--- config.mk ---
export PLATFORM = sky130hd
export DESIGN_NAME = lrm_core
export DESIGN_NICKNAME = d
export VERILOG_FILES = /design/src/shared/lrm_pkg.sv /design/src/rtl/lrm_core.sv
export SDC_FILE = /design/constraint.sdc
export NUM_CORES = 1
export LEC_CHECK = 0
export BUFFER_PORTS_ARGS = -buffer_cell sky130_fd_sc_hd__buf_4
export CAP_MARGIN = 20
export CORE_MARGIN = 1
export CORE_UTILIZATION = 65
export DETAILED_ROUTE_END_ITERATION = 10
export GPL_TIMING_DRIVEN = 0
export HOLD_SLACK_MARGIN = 0.02
export PLACE_DENSITY = 0.82
export SYNTH_ARGS = -nofsm -noshare
export SYNTH_HDL_FRONTEND = slang
export SYNTH_SLANG_ARGS = --single-unit
--- constraint.sdc ---
create_clock -name i_clk -period 10.7 [get_ports i_clk]
set_input_delay 1.605 -clock i_clk [delete_from_list [all_inputs] [get_ports i_clk]]
set_output_delay 1.605 -clock i_clk [all_outputs]
set_load 0.005 [all_outputs]
--- src/shared/lrm_pkg.sv ---
package lrm_pkg;
   // register page byte offsets
   localparam logic [9:0] LRM_SEC_ADR = 10'h200;
   localparam logic [9:0] LRM_MIN_ADR = 10'h201;
   localparam logic [9:0] LRM_HR_ADR = 10'h202;
   localparam logic [9:0] LRM_WDAY_ADR = 10'h203;
   localparam logic [9:0] LRM_DATE_ADR = 10'h204;
   localparam logic [9:0] LRM_MON_ADR = 10'h205;
   localparam logic [9:0] LRM_YEAR_ADR = 10'h206;
   localparam logic [9:0] LRM_ASEC_ADR = 10'h207;
   localparam logic [9:0] LRM_AMIN_ADR = 10'h208;
   localparam logic [9:0] LRM_AHR_ADR = 10'h209;
   localparam logic [9:0] LRM_AWDAY_ADR = 10'h20a;
   localparam logic [9:0] LRM_TLO_ADR = 10'h20b;
   localparam logic [9:0] LRM_THI_ADR = 10'h20c;
   localparam logic [9:0] LRM_RATE_ADR = 10'h20d;
   localparam logic [9:0] LRM_CTRL_ADR = 10'h20e;
   localparam logic [9:0] LRM_DLYL_ADR = 10'h212;
   localparam logic [9:0] LRM_DLYH_ADR = 10'h213;
   localparam logic [9:0] LRM_STAT_ADR = 10'h214;
   localparam logic [9:0] LRM_LAST_PROT_ADR = 10'h213;
   // writable bit masks (fixed-zero bits cleared)
   localparam logic [7:0] LRM_SEC_MASK = 8'h7f;
   localparam logic [7:0] LRM_HR_MASK = 8'h7f;
   localparam logic [7:0] LRM_WDAY_MASK = 8'h07;
   localparam logic [7:0] LRM_DATE_MASK = 8'h3f;
   localparam logic [7:0] LRM_MON_MASK = 8'h9f;
   localparam logic [7:0] LRM_AWDAY_MASK = 8'h87;
   localparam logic [7:0] LRM_CTRL_MASK = 8'hdf;
   // field positions
   localparam int LRM_MSK_BIT = 7;
   localparam int LRM_H12_BIT = 6;
   localparam int LRM_PM_BIT = 5;
   localparam int LRM_HUNDRED_YEAR_TOGGLE_BIT = 7;
   localparam int LRM_OSC_BIT = 7;
   localparam int LRM_CLR_BIT = 6;
   localparam int LRM_INH_BIT = 4;
   localparam int LRM_WRAP_BIT = 3;
   localparam int LRM_LSRCH_BIT = 2;
   localparam int LRM_HSRCH_BIT = 1;
   localparam int LRM_TSRCH_BIT = 0;
   localparam int LRM_S_CLR_BIT = 6;
   localparam int LRM_S_MIP_BIT = 5;
   localparam int LRM_S_TLF_BIT = 2;
   localparam int LRM_S_THF_BIT = 1;
   localparam int LRM_S_TAF_BIT = 0;
   // reset values
   localparam logic [7:0] LRM_TIME_RST = 8'h00;
   localparam logic [7:0] LRM_ONE_RST = 8'h01;
   localparam logic [7:0] LRM_CTRL_RST = 8'h80;
   // temperature code limits
   localparam logic [7:0] LRM_TEMP_MIN = 8'h00;
   localparam logic [7:0] LRM_TEMP_MAX = 8'hfa;
   // timing
   localparam int LRM_CLK_HZ = 25000000;
   localparam int LRM_SEC_CYC = LRM_CLK_HZ;
endpackage

--- src/rtl/lrm_core.sv ---
// How it works
// - fixed-zero bits always read back zero
// - time and alarm held as BCD digits
// - hours bit 6 selects 12-hour mode
// - bit 5 is PM or twenty-hours digit
// - weekday counts 1 to 7 repeatedly
// - february 29 when year multiple of four
// - month bit 7 toggles on year wrap
// - any write to 200h-213h during mission ends mission
// - alarm registers: mask bit plus BCD value
// - mask bits choose which fields must match
// - every alarm sets timer alarm flag
// - temperature byte, half-degree steps, max fah
// - out of range clamps to 00h or fah
// - sample interval minutes, 1 to 255
// - nonzero rate, cleared, not inhibited: start
// - control bit 5 reads zero always
// - bit 7 stops oscillator; start needs tick
// - clear arm dropped at next memory command
// - inhibit bit blocks mission start
// - wrap bit steers log overwrite
// - search bits select search conditions
// - start delay 16-bit minutes, low first
// - alarm and threshold flags cleared only by writing 0
// - threshold compares set low/high flags
module lrm_core
   import lrm_pkg::*;
#(
   parameter int SEC_CYC = LRM_SEC_CYC
) (
   // clock and reset
   input wire logic i_clk,
   input wire logic i_rst,
   // register page access from the memory command layer
   input wire logic i_wr,
   input wire logic [9:0] i_addr,
   input wire logic [7:0] i_wdata,
   input wire logic i_rd,
   output logic [7:0] o_rdata,
   input wire logic i_mem_cmd,
   input wire logic i_clear_cmd,
   // temperature converter
   input wire logic i_conv_valid,
   input wire logic signed [9:0] i_conv_raw,
   output logic [7:0] o_temp_code,
   // status to the logging and search logic
   output logic o_mission_active,
   output logic o_cleared_flag,
   output logic o_alarm_pulse,
   output logic o_sec_tick,
   output logic o_log_wrap_enable,
   output logic o_search_match,
   output logic [15:0] o_start_delay,
   output logic [7:0] o_sample_interval
);
   // clock and calendar digits
   logic [7:0] sec_r;
   logic [7:0] min_r;
   logic [7:0] hr_r;
   logic [7:0] wday_r;
   logic [7:0] date_r;
   logic [7:0] mon_r;
   logic [7:0] year_r;
   // alarm, threshold and mission setup
   logic [7:0] asec_r;
   logic [7:0] amin_r;
   logic [7:0] ahr_r;
   logic [7:0] awday_r;
   logic [7:0] tlo_r;
   logic [7:0] thi_r;
   logic [7:0] rate_r;
   logic [7:0] ctrl_r;
   logic [7:0] dlyl_r;
   logic [7:0] dlyh_r;
   // status flags
   logic mip_r;
   logic clr_r;
   logic tlf_r;
   logic thf_r;
   logic taf_r;
   logic ticked_r;
   logic [24:0] div_r;
   logic [7:0] temp_r, rdata_r;
   logic tick;

   // bcd digit increment with wrap
   function automatic logic [7:0] bcd_inc(input logic [7:0] v);
      bcd_inc = (v[3:0] == 4'h9) ? {v[7:4] + 4'h1, 4'h0} : {v[7:4], v[3:0] + 4'h1};
   endfunction

   // last date of month in bcd
   function automatic logic [7:0] month_end(input logic [7:0] mon, input logic [7:0] yr);
      logic leap;
      leap = ~yr[4] ? (yr[1:0] == 2'b00) : (yr[1:0] == 2'b10);
      case (mon[4:0])
         5'h02: month_end = leap ? 8'h29 : 8'h28;
         5'h04, 5'h06, 5'h09, 5'h11: month_end = 8'h30;
         default: month_end = 8'h31;
      endcase
   endfunction

   // one-second divider, held at zero while oscillator stopped
   assign tick = ~ctrl_r[LRM_OSC_BIT] && (div_r == 25'(SEC_CYC - 1));
   always_ff @(posedge i_clk or posedge i_rst) begin
      if (i_rst) begin
         div_r <= '0;
      end else if (ctrl_r[LRM_OSC_BIT] || tick) begin
         div_r <= '0;
      end else begin
         div_r <= div_r + 25'd1;
      end
   end

   // carry chain
   wire sec_wrap = (sec_r[6:0] == 7'h59);
   wire min_wrap = sec_wrap && (min_r[6:0] == 7'h59);
   wire h12 = hr_r[LRM_H12_BIT];
   wire hr_wrap12 = h12 && (hr_r[4:0] == 5'h11) && hr_r[LRM_PM_BIT];
   wire hr_wrap24 = ~h12 && (hr_r[5:0] == 6'h23);
   wire day_wrap = min_wrap && (hr_wrap12 || hr_wrap24);
   wire [7:0] mend = month_end(mon_r, year_r);
   wire date_wrap = day_wrap && (date_r[5:0] == mend[5:0]);
   wire mon_wrap = date_wrap && (mon_r[4:0] == 5'h12);
   wire year_wrap = mon_wrap && (year_r == 8'h99);
   // digit increments kept as named words, a call result cannot be sliced
   wire [7:0] hr12_inc = bcd_inc({3'b000, hr_r[4:0]});
   wire [7:0] hr24_inc = bcd_inc({2'b00, hr_r[5:0]});
   wire [7:0] mon_inc = bcd_inc({3'b000, mon_r[4:0]});
   wire [7:0] date_inc = bcd_inc(date_r);
   wire [7:0] year_inc = bcd_inc(year_r);
   logic [7:0] hr_nxt;
   always_comb begin
      hr_nxt = hr_r;
      if (h12) begin
         // 12-hour: 11 -> 12 flips PM, 12 -> 01
         if (hr_r[4:0] == 5'h12) begin
            hr_nxt[4:0] = 5'h01;
         end else if (hr_r[4:0] == 5'h11) begin
            hr_nxt[4:0] = 5'h12;
            hr_nxt[LRM_PM_BIT] = ~hr_r[LRM_PM_BIT];
         end else begin
            hr_nxt[4:0] = hr12_inc[4:0];
         end
      end else begin
         hr_nxt[5:0] = hr_wrap24 ? 6'h00 : hr24_inc[5:0];
      end
   end

   // alarm compare on the value the clock is moving to
   logic [7:0] sec_nxt, min_nxt, hrn_nxt, wday_nxt;
   assign sec_nxt = sec_wrap ? 8'h00 : bcd_inc(sec_r);
   assign min_nxt = !sec_wrap ? min_r : ((min_r[6:0] == 7'h59) ? 8'h00 : bcd_inc(min_r));
   assign hrn_nxt = min_wrap ? hr_nxt : hr_r;
   assign wday_nxt = !day_wrap ? wday_r : ((wday_r[2:0] == 3'd7) ? 8'h01 : wday_r + 8'h01);
   wire s_eq = asec_r[LRM_MSK_BIT] || (asec_r[6:0] == sec_nxt[6:0]);
   wire m_eq = amin_r[LRM_MSK_BIT] || (amin_r[6:0] == min_nxt[6:0]);
   wire h_eq = ahr_r[LRM_MSK_BIT] || (ahr_r[6:0] == hrn_nxt[6:0]);
   wire d_eq = awday_r[LRM_MSK_BIT] || (awday_r[2:0] == wday_nxt[2:0]);
   // each mask relaxes one field; all set gives an alarm every second
   wire alarm = tick && s_eq && m_eq && h_eq && d_eq;
   assign o_alarm_pulse = alarm;
   assign o_sec_tick = tick;

   // register write decode
   wire prot_wr = i_wr && (i_addr >= LRM_SEC_ADR) && (i_addr <= LRM_LAST_PROT_ADR);
   wire stat_wr = i_wr && (i_addr == LRM_STAT_ADR);
   wire rate_wr = i_wr && (i_addr == LRM_RATE_ADR);
   // only clock addresses take priority over a tick; other writes must not freeze time
   wire clk_wr = i_wr && !mip_r && (i_addr >= LRM_SEC_ADR) && (i_addr <= LRM_YEAR_ADR);
   // start only outside a mission, so a write that ends one cannot restart it
   wire start = rate_wr && !mip_r && (i_wdata != 8'h00)
      && clr_r && !ctrl_r[LRM_INH_BIT]
      && ticked_r;
   wire end_mis = mip_r && prot_wr;

   // clock registers
   always_ff @(posedge i_clk or posedge i_rst) begin
      if (i_rst) begin
         sec_r <= LRM_TIME_RST;
         min_r <= LRM_TIME_RST;
         hr_r <= LRM_TIME_RST;
         wday_r <= LRM_ONE_RST;
         date_r <= LRM_ONE_RST;
         mon_r <= LRM_ONE_RST;
         year_r <= LRM_TIME_RST;
      end else if (clk_wr) begin
         case (i_addr)
            LRM_SEC_ADR: sec_r <= i_wdata & LRM_SEC_MASK;
            LRM_MIN_ADR: min_r <= i_wdata & LRM_SEC_MASK;
            LRM_HR_ADR: hr_r <= i_wdata & LRM_HR_MASK;
            LRM_WDAY_ADR: wday_r <= i_wdata & LRM_WDAY_MASK;
            LRM_DATE_ADR: date_r <= i_wdata & LRM_DATE_MASK;
            LRM_MON_ADR: mon_r <= i_wdata & LRM_MON_MASK;
            LRM_YEAR_ADR: year_r <= i_wdata;
            default: ;
         endcase
      end else if (tick) begin
         sec_r <= sec_nxt;
         min_r <= min_nxt;
         hr_r <= hrn_nxt;
         wday_r <= wday_nxt;
         if (day_wrap) begin
            date_r <= date_wrap ? 8'h01 : date_inc;
         end
         if (date_wrap) begin
            mon_r[4:0] <= mon_wrap ? 5'h01 : mon_inc[4:0];
            if (year_wrap) begin
               mon_r[LRM_HUNDRED_YEAR_TOGGLE_BIT] <= ~mon_r[LRM_HUNDRED_YEAR_TOGGLE_BIT];
            end
         end
         if (mon_wrap) begin
            year_r <= year_wrap ? 8'h00 : year_inc;
         end
      end
   end

   // setup registers; during a mission the write only ends it
   always_ff @(posedge i_clk or posedge i_rst) begin
      if (i_rst) begin
         asec_r <= LRM_TIME_RST;
         amin_r <= LRM_TIME_RST;
         ahr_r <= LRM_TIME_RST;
         awday_r <= LRM_TIME_RST;
         tlo_r <= LRM_TIME_RST;
         thi_r <= LRM_TIME_RST;
         rate_r <= LRM_TIME_RST;
         dlyl_r <= LRM_TIME_RST;
         dlyh_r <= LRM_TIME_RST;
      end else if (i_clear_cmd && ctrl_r[LRM_CLR_BIT] && !mip_r) begin
         rate_r <= LRM_TIME_RST;
         dlyl_r <= LRM_TIME_RST;
         dlyh_r <= LRM_TIME_RST;
      end else if (i_wr && !mip_r) begin
         case (i_addr)
            LRM_ASEC_ADR: asec_r <= i_wdata;
            LRM_AMIN_ADR: amin_r <= i_wdata;
            LRM_AHR_ADR: ahr_r <= i_wdata;
            LRM_AWDAY_ADR: awday_r <= i_wdata & LRM_AWDAY_MASK;
            LRM_TLO_ADR: tlo_r <= i_wdata;
            LRM_THI_ADR: thi_r <= i_wdata;
            LRM_RATE_ADR: rate_r <= i_wdata;
            LRM_DLYL_ADR: dlyl_r <= i_wdata;
            LRM_DLYH_ADR: dlyh_r <= i_wdata;
            default: ;
         endcase
      end
   end

   // control register; clear arm falls at the next memory command
   always_ff @(posedge i_clk or posedge i_rst) begin
      if (i_rst) begin
         ctrl_r <= LRM_CTRL_RST;
      end else if (i_wr && !mip_r && (i_addr == LRM_CTRL_ADR)) begin
         ctrl_r <= i_wdata & LRM_CTRL_MASK;
      end else if (end_mis && (i_addr == LRM_CTRL_ADR)) begin
         ctrl_r <= i_wdata & LRM_CTRL_MASK;
      end else if (i_mem_cmd) begin
         ctrl_r[LRM_CLR_BIT] <= 1'b0;
      end
   end

   // oscillator must show a tick since last restart before a start counts
   always_ff @(posedge i_clk or posedge i_rst) begin
      if (i_rst) begin
         ticked_r <= 1'b0;
      end else if (ctrl_r[LRM_OSC_BIT]) begin
         ticked_r <= 1'b0;
      end else if (tick) begin
         ticked_r <= 1'b1;
      end
   end

   // temperature clamp
   logic [7:0] code_nxt;
   assign code_nxt = (i_conv_raw < 10'sd0) ? LRM_TEMP_MIN :
                     (i_conv_raw > 10'sd250) ? LRM_TEMP_MAX : i_conv_raw[7:0];
   always_ff @(posedge i_clk or posedge i_rst) begin
      if (i_rst) begin
         temp_r <= LRM_TEMP_MIN;
      end else if (i_conv_valid) begin
         temp_r <= code_nxt;
      end
   end

   // status flags: hardware set wins over a software clear
   wire wr0_mip = stat_wr && !i_wdata[LRM_S_MIP_BIT];
   wire wr0_tlf = stat_wr && !i_wdata[LRM_S_TLF_BIT];
   wire wr0_thf = stat_wr && !i_wdata[LRM_S_THF_BIT];
   wire wr0_taf = stat_wr && !i_wdata[LRM_S_TAF_BIT];
   wire tl_set = mip_r && i_conv_valid && (code_nxt <= tlo_r);
   wire th_set = mip_r && i_conv_valid && (code_nxt >= thi_r);
   // a write of 1 never sets a flag; only hardware events do
   always_ff @(posedge i_clk or posedge i_rst) begin
      if (i_rst) begin
         mip_r <= 1'b0;
      end else begin
         mip_r <= start || (mip_r && !end_mis && !wr0_mip);
      end
   end

   // cleared flag drops when the mission it enabled starts
   always_ff @(posedge i_clk or posedge i_rst) begin
      if (i_rst) begin
         clr_r <= 1'b0;
      end else if (start) begin
         clr_r <= 1'b0;
      end else if (i_clear_cmd && ctrl_r[LRM_CLR_BIT] && !mip_r) begin
         clr_r <= 1'b1;
      end
   end

   always_ff @(posedge i_clk or posedge i_rst) begin
      if (i_rst) begin
         tlf_r <= 1'b0;
      end else begin
         tlf_r <= tl_set || (tlf_r && !wr0_tlf);
      end
   end

   always_ff @(posedge i_clk or posedge i_rst) begin
      if (i_rst) begin
         thf_r <= 1'b0;
      end else begin
         thf_r <= th_set || (thf_r && !wr0_thf);
      end
   end

   // alarm cannot be disabled, so this flag is normally set in a mission
   always_ff @(posedge i_clk or posedge i_rst) begin
      if (i_rst) begin
         taf_r <= 1'b0;
      end else begin
         taf_r <= alarm || (taf_r && !wr0_taf);
      end
   end

   // read mux, registered
   logic [7:0] rd_mux;
   always_comb begin
      case (i_addr)
         LRM_SEC_ADR: rd_mux = sec_r;
         LRM_MIN_ADR: rd_mux = min_r;
         LRM_HR_ADR: rd_mux = hr_r;
         LRM_WDAY_ADR: rd_mux = wday_r;
         LRM_DATE_ADR: rd_mux = date_r;
         LRM_MON_ADR: rd_mux = mon_r;
         LRM_YEAR_ADR: rd_mux = year_r;
         LRM_ASEC_ADR: rd_mux = asec_r;
         LRM_AMIN_ADR: rd_mux = amin_r;
         LRM_AHR_ADR: rd_mux = ahr_r;
         LRM_AWDAY_ADR: rd_mux = awday_r;
         LRM_TLO_ADR: rd_mux = tlo_r;
         LRM_THI_ADR: rd_mux = thi_r;
         LRM_RATE_ADR: rd_mux = rate_r;
         LRM_CTRL_ADR: rd_mux = ctrl_r;
         LRM_DLYL_ADR: rd_mux = dlyl_r;
         LRM_DLYH_ADR: rd_mux = dlyh_r;
         LRM_STAT_ADR: rd_mux = {1'b1, clr_r, mip_r, 2'b00, tlf_r, thf_r, taf_r};
         default: rd_mux = 8'h00;
      endcase
   end
   always_ff @(posedge i_clk or posedge i_rst) begin
      if (i_rst) begin
         rdata_r <= 8'h00;
      end else if (i_rd) begin
         rdata_r <= rd_mux;
      end
   end

   assign o_rdata = rdata_r;
   assign o_temp_code = temp_r;
   assign o_mission_active = mip_r;
   assign o_cleared_flag = clr_r;
   assign o_log_wrap_enable = ctrl_r[LRM_WRAP_BIT];
   assign o_search_match = (ctrl_r[LRM_LSRCH_BIT] && tlf_r) || (ctrl_r[LRM_HSRCH_BIT] && thf_r)
                           || (ctrl_r[LRM_TSRCH_BIT] && taf_r);
   assign o_start_delay = {dlyh_r, dlyl_r};
   assign o_sample_interval = rate_r;
endmodule

==> impl_metrics.sql, run 1 <==
INSERT INTO impl_metrics (metric_group, metric, value, unit) VALUES
('die', 'initial_utilization', '0.673', ''),
('logic_synthesis', 'ys_top_cells_by_area', 'dfrtp_1 40%, mux2_2 5.9%, ha_1 3.8%, nand2_1 3.8%, o21ai_0 3.6%', ''),
('finish', 'final_nets', '1308', ''),
('drt', 'num_vias', '10306', ''),
('clock_network', 'ctsResizeCount', '0', ''),
('setup_path', 'end_kind', 'output pin', ''),
('logic_synthesis', 'ys_types', '88', ''),
('logic_synthesis', 'syn_nets', '1212', ''),
('grt', 'met2_usage', '0.639', ''),
('sta', 'final.min_clock_period', '5480', 'ps'),
('grt', 'grt.total_usage', '0.430', ''),
('setup_path', 'critPathRequiredTime', '9100', 'ps'),
('sta', 'finalMaxSlewViolations', '0', ''),
('logic_synthesis', 'synthDominantAreaCellType', 'dfrtp_1', ''),
('clock_network', 'post-cts-setup-buffers', '0', ''),
('logic_synthesis', 'async_reset_ff_frac', '1.00', ''),
('setup_path', 'critical_path.startpoint_type', 'flop', ''),
('logic_synthesis', 'synth-seq-area-share', '0.407', ''),
('grt', 'busiest_layer_in_global_routing', 'met2', ''),
('die', 'dieWidth', '131', 'µm'),
('clock_network', 'numCtsBuffers', '17', ''),
('sta', 'timing_worst_slew_pin_value', '1160', 'ps'),
('run_status', 'outcome', 'finished clean', ''),
('setup_path', 'critical_path.most_common_cell', 'nand2_1', ''),
('logic_synthesis', 'synth-warning-count', '0', ''),
('setup_path', 'crit_arrival', '3870', 'ps'),
('placed_design', 'gp_congestion', '0.986', ''),
('clock_network', 'h-tree-depth', '4', ''),
('clock_network', 'clk_root_buffer_cell', 'clkbuf_16', ''),
('clock_network', 'clkSlewWorstSetupHoldPaths', '70', 'ps'),
('logic_synthesis', 'gate_count_after_technology_mapping', '1144', ''),
('setup_path', 'cp_max_fo', '10', ''),
('die', 'die_h', '131', 'µm'),
('finish', 'area_delta_synth_final', '13.7', '%'),
('drt', 'drtIter0Drc', '1582', ''),
('sta', 'maxClockFrequency', '0.183', 'GHz'),
('job', 'max_cap_viol_count', '0', ''),
('die', 'floorplan.die_area', '0.0171', 'mm²'),
('logic_synthesis', 'synth.cell_area', '0.0108', 'mm²'),
('die', 'floorplan.rows', '46', ''),
('hold_path', 'hp-class', 'flop to flop', ''),
('sta', 'maxSlewHeadroom', '0.221', ''),
('logic_synthesis', 'synth_top_cell_area_share', '0.397', ''),
('sta', 'fin_skew', '10.3', 'ps'),
('grt', 'grt_first_pass_wirelength', '53700', 'µm'),
('grt', 'grt_pass1_vias', '9526', ''),
('clock_network', 'cts_hold_repair_buffers', '0', ''),
('sta', 'setup_violations', '0', ''),
('die', 'boundaryPins', '81', ''),
('setup_path', 'timing.critical_path.slowest_stage_cell', 'dfrtp_1', ''),
('logic_synthesis', 'synth-main-ff-cell', 'dfrtp_1', ''),
('finish', 'num-fill-cells', '1157', ''),
('grt', 'use_met3', '0.107', ''),
('clock_network', 'clock_path_buffers', '2', ''),
('sta', 'rsz0062_at_grt', 'false', ''),
('setup_path', 'setup.worst_path.class', 'flop to output pin', ''),
('grt', 'largest_net_degree_at_the_start_of_global_routing', '93', ''),
('drt', 'avgRoutedWirePerCell', '23.9', 'µm'),
('logic_synthesis', 'syn-mean-instance-area', '9.41', 'µm²'),
('grt', 'global_routing_usage_on_met1', '0.571', ''),
('logic_synthesis', 'yosys_register_bits', '175', ''),
('sta', 'hold_violations', '0', ''),
('setup_path', 'timing.critical_path.max_delay_family', 'simple AND/OR/NAND/NOR gates', ''),
('sta', 'worst_hold_slack', '494', 'ps'),
('power', 'cellPowerDensity', '121', 'mW/mm²'),
('setup_path', 'worstPathCellList', 'ha_1 > and3b_1 > buf_2 > nand2_1 > nor2_1 > nand2_1 > o21ai_0 > xnor2_1 > a31oi_1 > nor4_1 > buf_4', ''),
('sta', 'final_min_period_over_clock_period', '0.512', ''),
('setup_path', 'timing.critical_path.buf_inv', '2', ''),
('drt', 'detail_route.first_pass.iterations', '7', ''),
('drt', 'antenna_violating_nets_post_route', '0', ''),
('grt', 'grt.overflow.total', '0', '');
synth_stat cells (all sizes together) (6+ instances only):
cell type and number:
mux2i 33, and2 14, nor2b 12, a22oi 22
nor4 20, a221oi 15, nand4 12, a21oi 61
and3 17, clkbuf 31, a21o 10, o31ai 7
nand2b 18, buf 22, nor3 21, or3 7
o21a 8, xnor2 16, xor2 29, ha 33
nand2 113, nand3 42, dfrtp 171, nor2 97
a222oi 14, a31oi 18, mux2 58, o22a 6
inv 44, o21ai 84, a22o 10
power breakdown:
group | leakage (nW) | internal (W) | switching [W]
Clock | 0.287 | 0.000333 | 0.000305
Combinational | 2.79 | 0.0000562 | 0.0000764
Sequential | 2.34 | 0.000685 | 0.0000237
final timing paths:
kind,startpoint,to,slack [ps],cells after the start
max in group asynchronous,i_rst,date_r[0],8570,3
hold / removal,div_r[0],div_r[0],490,1
setup reg to reg,sec_r[0],taf_r,7420,10
min in group asynchronous,i_rst,dlyl_r[5],1240,2
setup / recovery,sec_r[0],o_alarm_pulse,5220,11
hold reg to reg,div_r[0],div_r[0],490,1
registers in the layout, indices dropped and copies added, names as in the netlist, 4 cells and up:
| register | flops |
|---|---|
| ctrl_r | 7 |
| amin_r | 8 |
| thi_r | 8 |
| o_rdata | 8 |
| dlyl_r | 8 |
| year_r | 8 |
| tlo_r | 8 |
| asec_r | 8 |
| awday_r | 4 |
| div_r | 25 |
| sec_r | 8 |
| date_r | 8 |
| min_r | 8 |
| wday_r | 8 |
| dlyh_r | 8 |
| mon_r | 6 |
| hr_r | 7 |
| o_sample_interval | 8 |
| ahr_r | 8 |
| o_temp_code | 8 |
layout make-up:
| cell class | instances | area, µm² | share of cell area |
|---|---|---|---|
| flip-flops and latches | 175 | 4380 | 0.358 |
| clock inverters | 15 | 169 | 0.0138 |
| repair buffers | 77 | 598 | 0.0489 |
| multi-input cells | 872 | 5980 | 0.488 |
| diodes | 1 | 2.50 | 0.000204 |
| well taps | 216 | 270 | 0.0221 |
| plain buffers | 53 | 240 | 0.0196 |
| clock buffers | 17 | 425 | 0.0348 |
| inverters | 44 | 173 | 0.0141 |
cell usage in the layout, fill, tap and decap left out, drive strengths merged, types with 5 or more instances in the layout:
| cell type | count |
|---|---|
| nor3 | 21 |
| nor2 | 97 |
| a31oi | 18 |
| or3 | 7 |
| mux2 | 58 |
| inv | 52 |
| a41oi | 5 |
| a221oi | 15 |
| xnor2 | 16 |
| o31ai | 7 |
| nor4 | 20 |
| nor2b | 12 |
| a21oi | 61 |
| o21ai | 84 |
| nand4 | 12 |
| mux2i | 33 |
| clkbuf | 48 |
| a21o | 10 |
| nand2b | 18 |
| nand2 | 113 |
| nand3 | 42 |
| buf | 99 |
| a22o | 10 |
| o22a | 6 |
| ha | 33 |
| a222oi | 14 |
| dfrtp | 171 |
| and3 | 17 |
| o21a | 8 |
| nor3b | 5 |
| and2 | 14 |
| o211ai | 5 |
| and4 | 5 |
| a22oi | 22 |
| xor2 | 29 |
layer usage:
metal  vias to the layer above  share of wire
met5                         -              0
met2                       806           0.43
met1                      4894           0.38
li1                       4415              -
met4                         0          0.066
met3                       191           0.12
through the flow:
| stage | std cells | utilization | total power, W | instance area, µm² | setup slack, ps |
|---|---|---|---|---|---|
| 2_1_floorplan | 1144 | - | 0.000795 | 10800 | 4360 |
| 3_3_place_gp | 1436 | 0.725 | 0.000846 | 11600 | 2360 |
| 3_5_place_dp | 1437 | 0.728 | 0.000852 | 11600 | 5820 |
| 4_1_cts | 1469 | 0.765 | 0.00148 | 12200 | 5330 |
| 5_1_grt | 1469 | 0.765 | 0.00152 | 12200 | 4970 |
| 6_report | 1470 | 0.765 | 0.00148 | 12200 | 5220 |
kinds of logic (layout without fill, tap and decap cells):
logic type | count (synthesis) | count (layout) | synth area share
AO/OA/AOI/OAI | 296 | 296 | 0.184
XOR/XNOR | 45 | 45 | 0.0366
adder cells (fa/ha/maj) | 33 | 33 | 0.0384
buffers and inverters | 97 | 206 | 0.0377
flip-flops | 175 | 175 | 0.407
multiplexers | 91 | 91 | 0.0921
other | 0 | 1 | 0
AND/OR/NAND/NOR | 407 | 407 | 0.204
worst reg2reg max path, delay by kind of cell, from the launching register on:
kind | cells | cell delay, ps
compound gates | 3 | 970
xor+xnor | 1 | 190
fa+ha+maj | 1 | 320
buf+inv | 1 | 210
flops | 1 | 520
simple gates | 4 | 970
(Power assumes the default switching activity.)
==> run 2: changes to the inputs <==
--- a/config.mk
+++ b/config.mk
@@ -8,11 +8,11 @@
 export BUFFER_PORTS_ARGS = -buffer_cell sky130_fd_sc_hd__buf_4
 export CAP_MARGIN = 20
 export CORE_MARGIN = 1
-export CORE_UTILIZATION = 65
+export CORE_UTILIZATION = 55
 export DETAILED_ROUTE_END_ITERATION = 10
 export GPL_TIMING_DRIVEN = 0
 export HOLD_SLACK_MARGIN = 0.02
-export PLACE_DENSITY = 0.82
+export PLACE_DENSITY = 0.74
 export SYNTH_ARGS = -nofsm -noshare
 export SYNTH_HDL_FRONTEND = slang
 export SYNTH_SLANG_ARGS = --single-unit
==> constraint.sdc (replaced) <==
create_clock -name i_clk -period 4.9 [get_ports i_clk]
set_input_delay 0.735 -clock i_clk [delete_from_list [all_inputs] [get_ports i_clk]]
set_output_delay 0.735 -clock i_clk [all_outputs]
set_load 0.005 [all_outputs]
==> run 2 against run 1 <==
  * Non-clock buffer count up 4
  * Largest power group unchanged
  * Register-to-register slack got worse by 5800 ps
  * Highest routed layer unchanged
  * Hold slack worse by 190 ps
==> impl_metrics.sql, run 2 (synthesis gave the netlist of run 1 again) <==
INSERT INTO impl_metrics (metric_group, metric, value, unit) VALUES
('drt', 'num_vias', '9935', ''),
('die', 'floorplan.rows', '50', ''),
('finish', 'final_nets', '1312', ''),
('finish', 'multi_input_area', '0.00598', 'mm²'),
('finish', 'area_delta_synth_final', '14.6', '%'),
('sta', 'hold_violations', '0', ''),
('placed_design', 'place.detailed.hpwl', '26000', 'µm'),
('job', 'max_cap_viol_count', '0', ''),
('sta', 'rsz0062_at_grt', 'false', ''),
('sta', 'final.min_clock_period', '4660', 'ps'),
('sta', 'setup_violations', '0', ''),
('finish', 'layout-drive-gt1-share', '0.185', ''),
('finish', 'most-common-layout-cells', '171 x dfrtp_1, 109 x nand2_1, 94 x nor2_1', ''),
('hold_path', 'hp-class', 'input pin to async pin', ''),
('drt', 'postRouteWirelength', '35100', 'µm'),
('placed_design', 'port-buffer-count', '76', ''),
('placed_design', 'gp_congestion', '1.03', ''),
('clock_network', 'clock-sinks', '175', ''),
('power', 'static-leakage-power', '5.44', 'nW'),
('setup_path', 'end_kind', 'output pin', ''),
('drt', 'antenna_violating_nets_post_route', '0', ''),
('grt', 'grt.total_usage', '0.364', ''),
('grt', 'grt_first_pass_wirelength', '54500', 'µm'),
('clock_network', 'clkSlewWorstSetupHoldPaths', '80', 'ps'),
('drt', 'detail_route.first_pass.iterations', '7', ''),
('die', 'initial_utilization', '0.568', ''),
('setup_path', 'critical_path.startpoint_type', 'flop', ''),
('setup_path', 'r2r_end', 'year_r[4]', ''),
('die', 'floorplan.die_area', '0.0201', 'mm²'),
('die', 'coreArea', '0.0190', 'mm²'),
('grt', 'largest_net_degree_at_the_start_of_global_routing', '44', ''),
('drt', 'vias_per_cell', '6.54', ''),
('clock_network', 'h-tree-depth', '4', ''),
('power', 'cellPowerDensity', '259', 'mW/mm²'),
('finish', 'seqCellArea', '0.00438', 'mm²'),
('placed_design', 'detailed_place.area', '0.0118', 'mm²'),
('drt', 'avgRoutedWirePerCell', '23.1', 'µm'),
('grt', 'grt_pass1_vias', '9312', ''),
('setup_path', 'timing.reg2reg.worst_path_depth', '10', ''),
('sta', 'finalMaxSlewViolations', '0', ''),
('setup_path', 'setup.worst_path.class', 'flop to output pin', ''),
('die', 'dieWidth', '142', 'µm'),
('die', 'die_h', '142', 'µm'),
('clock_network', 'numCtsBuffers', '17', ''),
('clock_network', 'ctsResizeCount', '0', ''),
('finish', 'registers.top_by_ff_count', 'div_r', ''),
('clock_network', 'clk_root_buffer_cell', 'clkbuf_16', ''),
('run_status', 'outcome', 'finished clean', ''),
('clock_network', 'clock_path_buffers', '2', ''),
('setup_path', 'worstReg2RegStart', 'sec_r[0]', ''),
('finish', 'largest_register_ff_count', '25', ''),
('setup_path', 'critPathRequiredTime', '4160', 'ps'),
('drt', 'drtIter0Drc', '1090', ''),
('sta', 'final_min_period_over_clock_period', '0.951', ''),
('drt', 'post-route-drc-count', '0', ''),
('finish', 'commonest_non_fill_non_tap_cell_in_the_layout', 'dfrtp_1', ''),
('clock_network', 'clock_insertion_delay_worst_skew', '450', 'ps'),
('sta', 'timing_worst_slew_pin_value', '1100', 'ps'),
('sta', 'final.setup.tns', '0', 'ps'),
('setup_path', 'crit_arrival', '3920', 'ps'),
('placed_design', 'numPlacedInstances', '1485', ''),
('finish', 'finalNonFillerCells', '1519', ''),
('sta', 'maxClockFrequency', '0.215', 'GHz'),
('clock_network', 'post-cts-setup-buffers', '0', ''),
('die', 'boundaryPins', '81', ''),
('sta', 'fin_skew', '12.8', 'ps'),
('setup_path', 'cp_max_fo', '9', ''),
('power', 'max-vdd-ir-drop', '0.228', 'mV'),
('sta', 'maxSlewHeadroom', '0.259', ''),
('grt', 'antenna_found_initial', '2', ''),
('setup_path', 'r2r_slack', '1590', 'ps'),
('clock_network', 'tritoncts', 'built', ''),
('finish', 'design_area', '0.0123', 'mm²'),
('clock_network', 'cts_hold_repair_buffers', '0', ''),
('grt', 'grt.overflow.total', '0', ''),
('finish', 'num-fill-cells', '1576', '');
-- run 2: how the worst max path moves through the flow --
stage | start | end | slack (ps) | cells past startpoint
floorplan | sec_r[0] | o_alarm_pulse | 1610 | 10
global placement | i_rst | min_r[4] | 760 | 2
detailed placement | sec_r[0] | o_alarm_pulse | 860 | 11
CTS | sec_r[0] | o_alarm_pulse | 370 | 11
global route | sec_r[0] | o_alarm_pulse | 60 | 11
finish | sec_r[0] | o_alarm_pulse | 240 | 11
-- run 2: where the power goes --
group | total [W] | leakage, nW | internal, W | switching, W
clock network | 0.00136 | 0.278 | 0.000715 | 0.000643
registers | 0.00155 | 2.34 | 0.00150 | 0.0000506
logic | 0.000295 | 2.82 | 0.000128 | 0.000166
-- run 2: metal layers --
metal  up-vias  track usage  wire length (µm)
li1       4431            -                 -
met4         0        0.194              1880
met1      4770        0.501             14400
met5         -            0                 0
met3       129       0.0712              3580
met2       605        0.543             15200
-- run 2: final cells by class --
| class | count | share of cell area |
|---|---|---|
| Multi-Input combinational cell | 872 | 0.485 |
| Sequential cell | 175 | 0.355 |
| Timing Repair Buffer | 81 | 0.0544 |
| Clock buffer | 19 | 0.0351 |
| Tap cell | 260 | 0.0264 |
| Buffer | 53 | 0.0195 |
| Inverter | 44 | 0.0137 |
| Clock inverter | 13 | 0.0106 |
| Antenna cell | 2 | 0.000406 |
-- run 2: critical path, stage by stage, from the launching register on --
cell and delay, ps:
dfrtp_1 530, ha_1 320, nand3b_4 170, or4_1 560
clkbuf_1 180, nor2_1 190, mux2i_1 340, xnor2_1 110
nor3_1 180, a41oi_1 190, nor4_1 510, buf_4 210
-- run 2: through the flow --
stage	hold WS [ps]	power [W]	utilization	setup WS [ps]
final	306	0.00320	0.651	242
after global placement	477	0.00185	0.615	765
after detailed placement	480	0.00187	0.621	859
after CTS	312	0.00320	0.650	374
after floorplan	448	0.00174	-	1610
after global routing	329	0.00329	0.651	59.4
